<file path="src/sec_status_pkg.sv">
// Purpose: shared constants of the secondary bus status register block
// Assumes: classic wishbone, 32-bit data, one word per register
// Notes: indices are register indices; the byte address is four times
package sec_status_pkg;

  // register indices, byte address = index * 4
  localparam logic [7:0] IDX_SEC_STATUS = 8'h1E;
  localparam logic [7:0] IDX_BRIDGE_CTRL = 8'h3E;
  localparam logic [7:0] IDX_IRQ_MASK = 8'h40;

  // event bit positions in the status word
  localparam int BIT_PARITY = 15;
  localparam int BIT_SYSERR = 14;
  localparam int BIT_RECEIVED_INITIATOR_ABORT = 13;
  localparam int BIT_RECEIVED_RESPONDER_ABORT = 12;
  localparam int BIT_SIGNALED_RESPONDER_ABORT = 11;
  localparam int BIT_INITIATOR_DATA_PARITY_FAULT = 8;

  // fixed and strap field positions
  localparam int BIT_SPEED_HI = 10;
  localparam int BIT_SPEED_LO = 9;
  localparam int BIT_FBB = 7;
  localparam int BIT_HIGH_SPEED = 5;

  // bridge control field position
  localparam int BIT_PAR_EN = 0;

  // fixed field values
  localparam logic [1:0] SPEED_MEDIUM = 2'h1;
  localparam logic FBB_VALUE = 1'h1;

  // bits that hold sticky events
  localparam logic [15:0] EVENT_MASK = 16'hF900;

  // reset values
  localparam logic [15:0] STATUS_RST = 16'h0000;
  localparam logic [15:0] MASK_RST = 16'h0000;
  localparam logic PAR_EN_RST = 1'h0;

  // pin synchroniser slots and their idle reset value
  localparam int SYNC_SERR = 0;
  localparam int SYNC_PERR = 1;
  localparam int SYNC_STRAP = 2;
  localparam logic [2:0] SYNC_RST = 3'h3;

endpackage : sec_status_pkg

</file>
<file path="src/secondary_bus_status_reg.sv">
// Purpose: secondary bus status register with event capture and irq
// Assumes: event pulses come from secondary bus logic on clk_i
// Notes: line and strap pins are synchronised before use
//
// Functional notes
// - status event bits clear on written one
// - parity fault always sets bit fifteen
// - system error line low sets bit fourteen
// - initiator abort received sets bit thirteen
// - responder abort received sets bit twelve
// - responder abort signalled sets bit eleven
// - bits ten to nine read medium timing
// - data parity bit needs master, line, enable
// - bit seven reads one, back to back
// - reserved bits six, four to zero zero
// - bit five follows the high speed strap
`timescale 1ns/1ps
`default_nettype none

module secondary_bus_status_reg #(
  parameter int ADR_W = 10
) (
  // clock and reset
  input wire logic clk_i,
  input wire logic rst_i,
  // wishbone slave
  input wire logic wb_cyc_i,
  input wire logic wb_stb_i,
  input wire logic wb_we_i,
  input wire logic [ADR_W-1:0] wb_adr_i,
  input wire logic [3:0] wb_sel_i,
  input wire logic [31:0] wb_dat_i,
  output logic [31:0] wb_dat_o,
  output logic wb_ack_o,
  // event pulses and the master flag from the secondary bus engine
  input wire logic detected_parity_fault_i,
  input wire logic received_initiator_abort_i,
  input wire logic received_responder_abort_i,
  input wire logic signaled_responder_abort_i,
  input wire logic bridge_is_initiator_i,
  // secondary bus pins, active low lines and the high speed strap
  input wire logic downstream_system_error_line_n_i,
  input wire logic downstream_parity_error_line_n_i,
  input wire logic high_speed_strap_i,
  // control and interrupt
  output logic parity_response_enable_o,
  output logic irq_o
);

  // true when the bus address selects the register index
  function automatic logic hit(input logic [ADR_W-1:0] adr,
                               input logic [7:0] idx);
    hit = (adr == ADR_W'({idx, 2'h0}));
  endfunction : hit

  // bus state
  logic ack_reg; // one-cycle acknowledge
  logic [31:0] dat_reg; // read data held for the ack cycle
  logic req; // live request
  logic wr_take; // write commits at the acked edge
  logic [15:0] lane_en; // byte lanes enabled by sel
  logic [15:0] lane_data; // write data with disabled lanes zeroed

  // pin synchroniser stages
  logic [2:0] meta_reg; // first stage, read only by sync_reg
  logic [2:0] sync_reg; // second stage, safe to use

  // register contents
  logic [15:0] status_reg; // sticky event bits
  logic [15:0] status_next;
  logic [15:0] set_vec; // events seen this cycle
  logic [15:0] clr_vec; // bits written with one
  logic [15:0] status_view; // full word as software sees it
  logic [15:0] mask_reg; // interrupt mask, same layout
  logic [15:0] mask_next;
  logic par_en_reg; // parity response enable
  logic [31:0] rd_value; // read mux output

  // request and lane decode
  always_comb begin
    req = wb_cyc_i & wb_stb_i;
    wr_take = req & wb_we_i & ack_reg;
    lane_en = {{8{wb_sel_i[1]}}, {8{wb_sel_i[0]}}};
    lane_data = wb_dat_i[15:0] & lane_en;
  end

  // acknowledge one cycle after the request is seen
  // unmapped addresses are acked too, so a stray access never hangs
  always_ff @(posedge clk_i) begin
    if (rst_i) begin
      ack_reg <= 1'h0;
    end else begin
      ack_reg <= req & ~ack_reg;
    end
  end

  // two-flop synchroniser for the asynchronous pins
  // reset parks the lines idle: high for the low-active lines
  always_ff @(posedge clk_i) begin
    if (rst_i) begin
      meta_reg <= sec_status_pkg::SYNC_RST;
      sync_reg <= sec_status_pkg::SYNC_RST;
    end else begin
      meta_reg <= {high_speed_strap_i,
                   downstream_parity_error_line_n_i,
                   downstream_system_error_line_n_i};
      sync_reg <= meta_reg;
    end
  end

  // event set vector
  // the line samples lag the engine flags by two cycles; the master
  // flag must cover that tail for the data parity bit to catch it
  always_comb begin
    set_vec = 16'h0000;
    set_vec[sec_status_pkg::BIT_PARITY] =
      detected_parity_fault_i;
    set_vec[sec_status_pkg::BIT_SYSERR] =
      ~sync_reg[sec_status_pkg::SYNC_SERR];
    set_vec[sec_status_pkg::BIT_RECEIVED_INITIATOR_ABORT] =
      received_initiator_abort_i;
    set_vec[sec_status_pkg::BIT_RECEIVED_RESPONDER_ABORT] =
      received_responder_abort_i;
    set_vec[sec_status_pkg::BIT_SIGNALED_RESPONDER_ABORT] =
      signaled_responder_abort_i;
    set_vec[sec_status_pkg::BIT_INITIATOR_DATA_PARITY_FAULT] = bridge_is_initiator_i &
      ~sync_reg[sec_status_pkg::SYNC_PERR] & par_en_reg;
  end

  // write-one-to-clear, limited to event bits
  always_comb begin
    clr_vec = 16'h0000;
    if (wr_take && hit(wb_adr_i, sec_status_pkg::IDX_SEC_STATUS)) begin
      clr_vec = lane_data & sec_status_pkg::EVENT_MASK;
    end
    // set wins over clear so an event in the clear cycle survives
    status_next = ((status_reg & ~clr_vec) | set_vec) &
                  sec_status_pkg::EVENT_MASK;
  end

  // sticky status bits
  always_ff @(posedge clk_i) begin
    if (rst_i) begin
      status_reg <= sec_status_pkg::STATUS_RST;
    end else begin
      status_reg <= status_next;
    end
  end

  // status word with fixed and strap fields merged in
  // fixed bits are never stored, so a write cannot touch them
  always_comb begin
    status_view = status_reg & sec_status_pkg::EVENT_MASK;
    status_view[sec_status_pkg::BIT_SPEED_HI:
                sec_status_pkg::BIT_SPEED_LO] =
      sec_status_pkg::SPEED_MEDIUM;
    status_view[sec_status_pkg::BIT_FBB] =
      sec_status_pkg::FBB_VALUE;
    status_view[sec_status_pkg::BIT_HIGH_SPEED] =
      sync_reg[sec_status_pkg::SYNC_STRAP];
  end

  // interrupt mask, only event positions are writable
  always_comb begin
    mask_next = mask_reg;
    if (wr_take && hit(wb_adr_i, sec_status_pkg::IDX_IRQ_MASK)) begin
      mask_next = ((mask_reg & ~lane_en) | lane_data) &
                  sec_status_pkg::EVENT_MASK;
    end
  end

  // mask register
  always_ff @(posedge clk_i) begin
    if (rst_i) begin
      mask_reg <= sec_status_pkg::MASK_RST;
    end else begin
      mask_reg <= mask_next;
    end
  end

  // bridge control: only the parity response enable is held here
  always_ff @(posedge clk_i) begin
    if (rst_i) begin
      par_en_reg <= sec_status_pkg::PAR_EN_RST;
    end else if (wr_take && wb_sel_i[0] &&
                 hit(wb_adr_i, sec_status_pkg::IDX_BRIDGE_CTRL)) begin
      par_en_reg <= wb_dat_i[sec_status_pkg::BIT_PAR_EN];
    end
  end

  // read mux; unmapped reads return zero
  always_comb begin
    rd_value = 32'h0000_0000;
    if (hit(wb_adr_i, sec_status_pkg::IDX_SEC_STATUS)) begin
      rd_value[15:0] = status_view;
    end else if (hit(wb_adr_i, sec_status_pkg::IDX_IRQ_MASK)) begin
      rd_value[15:0] = mask_reg;
    end else if (hit(wb_adr_i, sec_status_pkg::IDX_BRIDGE_CTRL)) begin
      rd_value[sec_status_pkg::BIT_PAR_EN] = par_en_reg;
    end
  end

  // read data captured as the ack is raised
  // it stands for the ack cycle; a status read shows the state one
  // edge before the ack, events in the ack cycle appear next read
  always_ff @(posedge clk_i) begin
    if (rst_i) begin
      dat_reg <= 32'h0000_0000;
    end else if (req && !ack_reg) begin
      dat_reg <= rd_value;
    end
  end

  // outputs
  assign wb_ack_o = ack_reg;
  assign wb_dat_o = dat_reg;
  assign parity_response_enable_o = par_en_reg;
  // level interrupt: any unmasked sticky bit
  assign irq_o = |(status_reg & mask_reg);

  // helper: a status read being taken
  logic rd_status;
  assign rd_status = wb_ack_o & req & ~wb_we_i &
                     hit(wb_adr_i, sec_status_pkg::IDX_SEC_STATUS);

  // helper: a status write being taken
  logic wr_status;
  assign wr_status = wr_take &
                     hit(wb_adr_i, sec_status_pkg::IDX_SEC_STATUS);

  // helper: a read of an address that maps to no register
  // such reads are acked so a stray access never stalls the bus
  logic rd_unmapped;
  assign rd_unmapped = wb_ack_o & req & ~wb_we_i &
                       ~hit(wb_adr_i, sec_status_pkg::IDX_SEC_STATUS) &
                       ~hit(wb_adr_i, sec_status_pkg::IDX_IRQ_MASK) &
                       ~hit(wb_adr_i, sec_status_pkg::IDX_BRIDGE_CTRL);
endmodule : secondary_bus_status_reg

`default_nettype wire

</file>
<file path="config.mk">
export PLATFORM = sky130hd
export DESIGN_NAME = secondary_bus_status_reg
export DESIGN_NICKNAME = d
export VERILOG_FILES = /design/src/sec_status_pkg.sv /design/src/secondary_bus_status_reg.sv
export SDC_FILE = /design/constraint.sdc
export NUM_CORES = 1
export LEC_CHECK = 0
export ABC_AREA = 1
export BUFFER_PORTS_ARGS = -buffer_cell sky130_fd_sc_hd__clkbuf_2
export CORE_MARGIN = 2
export CORE_UTILIZATION = 42
export DETAILED_ROUTE_END_ITERATION = 10
export HOLD_SLACK_MARGIN = 0.08
export PLACE_DENSITY = 0.79
export SETUP_SLACK_MARGIN = 0.05
export SYNTH_ARGS = -nofsm -noshare
export SYNTH_HDL_FRONTEND = slang
export SYNTH_SLANG_ARGS = --single-unit
</file>
<file path="constraint.sdc">
create_clock -name clk_i -period 1.4 [get_ports clk_i]
set_input_delay 0.07 -clock clk_i [delete_from_list [all_inputs] [get_ports clk_i]]
set_output_delay 0.07 -clock clk_i [all_outputs]
set_load 0.03 [all_outputs]
</file>
== After elaboration in Yosys (flattened, before gate mapping) ==
Index checks and enable logic that the tools add are counted.
Word-level totals
  register bits after elaboration: 46
  output and inout port bits: 35
  logic and storage cells: 40
  input port bits: 59
Operators by class
  reduce and logical (&&, ||, !) cells: 7
  multiplexer cells: 5
  bitwise logic cells: 17
  eq/ne operators: 3
Operator list (count)
  16-bit bitwise AND: 4
  16-bit 2-to-1 mux: 2
  16-bit NOT: 2
  16-bit OR: 2
  16-bit OR reduction: 1
  15-bit 2-to-1 mux: 1
  10-bit by 7-bit equality test with 1-bit output (second input constant): 1
  10-bit by 8-bit equality test with 1-bit output (second input constant): 1
  10-bit by 9-bit equality test with 1-bit output (second input constant): 1
  1-bit bitwise AND: 6
  1-bit logical AND: 5
  1-bit NOT: 3
  1-bit 2-to-1 mux: 2
  1-bit zero test: 1

== Depth between registers and ports, before layout ==
  word-level depth: 8
  mapped depth: 9

== Least setup slack after synthesis ==
No wires, ideal clock.
  path kind: register to register
  start point: reg ack_reg (netlist: wb_ack_o)
  end point: reg status_reg[12]
  arrival time: 1.284 ns
  cell stages (with the launch flop): 7
  slack: -0.011 ns
  path buffers: 1
  setup time: 0.128 ns
  required time: 1.272 ns
  cells stage by stage: dfxtp_1 -> nand4_1 -> nor2_2 -> buf_4 -> nand3_1 -> a21oi_1 -> nor2_1
On the way
  longest elaborated chain between the ends: 6
RTL lines
  from (decl): line secondary_bus_status_reg.sv:57  | logic ack_reg;
  from (signal assigned): line secondary_bus_status_reg.sv:93  | ack_reg <= req & ~ack_reg;
  1-bit bitwise AND: line secondary_bus_status_reg.sv:82  | wr_take = req & wb_we_i & ack_reg;
  1-bit logical AND: line secondary_bus_status_reg.sv:133  | if (wr_take && hit(wb_adr_i, sec_status_pkg::IDX_SEC_STATUS)) begin
  16-bit 2-to-1 mux: line secondary_bus_status_reg.sv:133
  16-bit NOT: line secondary_bus_status_reg.sv:137  | status_next = ((status_reg & ~clr_vec) | set_vec) &
  16-bit bitwise AND: line secondary_bus_status_reg.sv:137
  16-bit OR: line secondary_bus_status_reg.sv:137
  to (signal assigned): line secondary_bus_status_reg.sv:144  | status_reg <= sec_status_pkg::STATUS_RST;
  to (signal assigned): line secondary_bus_status_reg.sv:146  | status_reg <= status_next;
  to (decl): line secondary_bus_status_reg.sv:69  | logic [15:0] status_reg;
No other way between the ends.
A chain may end at the register's enable or synchronous reset.

==> metrics.cfg <==
[critical_path]
path_buf_inv=1
worst_path_most_repeated_cell=nand2_1
critical_path_class=reg -> out
crit_path_start_kind=flip-flop
crit_arrival_ps=1250
path_cells=nand2_1, nand2_1, a221oi_2, nand3_1, clkbuf_8
worst-path-max-fanout=3
worstSetupEndpointType=output port
slowest_delay_ps=340
critPathTopFamily=flip-flops
cp_slowest_cell=dfxtp_2
critPathRequiredTime_ps=1330

[job]
maxCapViolCount=0

[floorplan]
initial_core_util=0.4463
rows=21
dieArea_um2=4098
core_area_um2=3390
die_h_um=64.02
ioPinCount=94
dieWidth_um=64.02

[clocking]
cts_buffers=5
htreeDepth=2
clk_pin_slew_ps=90
clock-root-buffer=clkbuf_4
cts_sinks=29
cts_tree=done
clk-insertion-delay-late_ps=330
cts_buffer_depth=2

[yosys]
synth-compound-area-share=0.07031
synth_top_cell_by_area=dfxtp_1
synth_fa_ha_area_frac=0
yosysMostFrequentCell=nand2_1
ys_warn_count=0
ys_seq_area_frac=0.3838
synth_seq_cells=29
syn-mean-instance-area_um2=7.308
synth_xor_area_frac=0
synth_area_leaders=dfxtp_1 (38%), buf_4 (12%), nand2_1 (9.9%), nor2_1 (9.2%), a21oi_1 (5.3%)
synth_ff_type=dfxtp_1
netlist_area_um2=1513
synth_top_family_by_area=simple AND/OR/NAND/NOR gates
synthSimpleGateAreaFrac=0.3697
synthArstFlopShare=0
yosysUniqueCellTypes=22
synth.top_cell.area_share=0.3838
synth_edf_count=0
yosys-mux-area-fraction=0
postSynthCellCount=207
synth.cells.most_frequent=nand2_1 (40), nor2_1 (37), dfxtp_1 (29), buf_4 (24), a21oi_1 (16)

[global_routing]
track_usage=0.1727
grt_max_degree=24
first_global_vias=1321
antenna_found_initial=0
grt_overflow_total=0
grt_pass1_wl_um=5492

[routing]
routed_wl_um=3216
firstDrtPassIters=4
drt_iter0_markers=47
drc=0
vias_per_cell=4.554
wl_per_cell_um=10.18
num_vias=1439
detail-route-antenna-nets=0

[timing]
fin_ws_ps=83.58
period_needed_ps=1316
final_max_slew_viol_count=0
hold_viol=0
timing.final.crit_share=0.9403
final.setup.tns_ps=0
setup_violations=0
finalClockSkew_ps=13.29
max_freq_mhz=759.6
rsz0062_at_grt=true

[power_and_ir_drop]
power.share.combinational=0.154
swShare=0.2820
power_mw=1.626
p_leak_nw=0.9226
powerDensity_nw_per_um2=846.0
irDropWorstVdd_mv=0.6490
p_int_mw=1.167
p_seq_frac=0.526
power.switching_uw=458.4
power_frac_clock=0.320

[final_layout]
drive_gt1_frac=0.2852
areaGrowthSynthToFinish_pct=27.05
nets=329
num_antenna_cells=0
postLayoutCellArea_um2=1922
utilization=0.5670

[place]
pre_cts_slack_ps=200.3
port_buffers=44
placed_cell_area_um2=1687
routabilityCongestion=0.7780
dp_hpwl_um=2371

[worst_hold_path]
hp-class=in -> reg

[outcome]
run_status=completed

==> layout by cell type (no fill, tap or decap), types with 2 or more instances in the layout <==
cell,n
nor2_1,37
clkbuf_4,5
nand2_1,40
or2_2,4
dlygate4sd3_1,15
clkbuf_2,43
conb_1,22
inv_1,13
buf_4,4
dfxtp_2,4
nand3_1,14
nand3_2,2
a21oi_1,16
nor3_1,6
nor2_4,3
nand4_1,3
dfxtp_1,25
nor2_2,4
clkbuf_8,2
==> tightest hold or removal path, cell delays in order <==
cell,delay (ps)
clkbuf_2,80
inv_1,40
nor2_1,40
nand2_1,70
nor2_1,40
nor2_1,90
==> per-layer routing <==
metal	share of wire	vias to the layer above	wire (µm)	GRT usage
met4	0.016	0	51	0.08152
met5	0	-	0	0
met1	0.41	641	1317	0.1876
met2	0.51	45	1649	0.3073
met3	0.062	8	199	0.04754
li1	-	745	-	-
==> power by group through the flow <==
stage	sequential [mW]	combinational (mW)	clock, mW
2_1_floorplan	0.873	0.192	0
3_3_place_gp	0.873	0.210	0
3_5_place_dp	0.874	0.213	0
4_1_cts	0.855	0.249	0.531
5_1_grt	0.858	0.272	0.578
6_report	0.855	0.250	0.520
==> logic make-up after synthesis <==
logic type             count (synthesis)
buffers and inverters                 42
AOI/OAI and AO/OA                     19
other                                  1
and+or+nand+nor                      116
DFF                                   29
==> worst paths after layout <==
| check | startpoint | to | slack (ps) | depth (start not counted) |
|---|---|---|---|---|
| min reg2reg | sync_reg[0] | status_reg[14] | 410 | 1 |
| max | flip-flop | irq_o | 80 | 5 |
| min | wb_sel_i[0] | parity_response_enable_o | 140 | 6 |
| max reg2reg | wb_ack_o | status_reg[11] | 210 | 6 |
==> repair_timing <==
action | in CTS | in global routing
pin swaps | 1 | 1
hold endpoints to repair | 16 | 0
buffers inserted | 1 | 0
resized for setup | 4 | 3
hold buffers | 15 | 0
setup endpoints to repair | 1 | 4
==> stage by stage <==
stage	hold slack (ps)	instances
after floorplan	173.8	228
after global placement	252.4	293
after detailed placement	256.1	293
after CTS	121.5	316
after global routing	181.7	316
final	136.3	316
==> cell type report <==
class,count,area (µm²)
fillers,340,1468
multi-input cells,157,754.5
flip-flops and latches,29,585.6
repair buffers,64,420.4
well taps,46,57.56
clock buffers,7,55.05
inverters,13,48.80
Power figures use the tool's default switching activity.
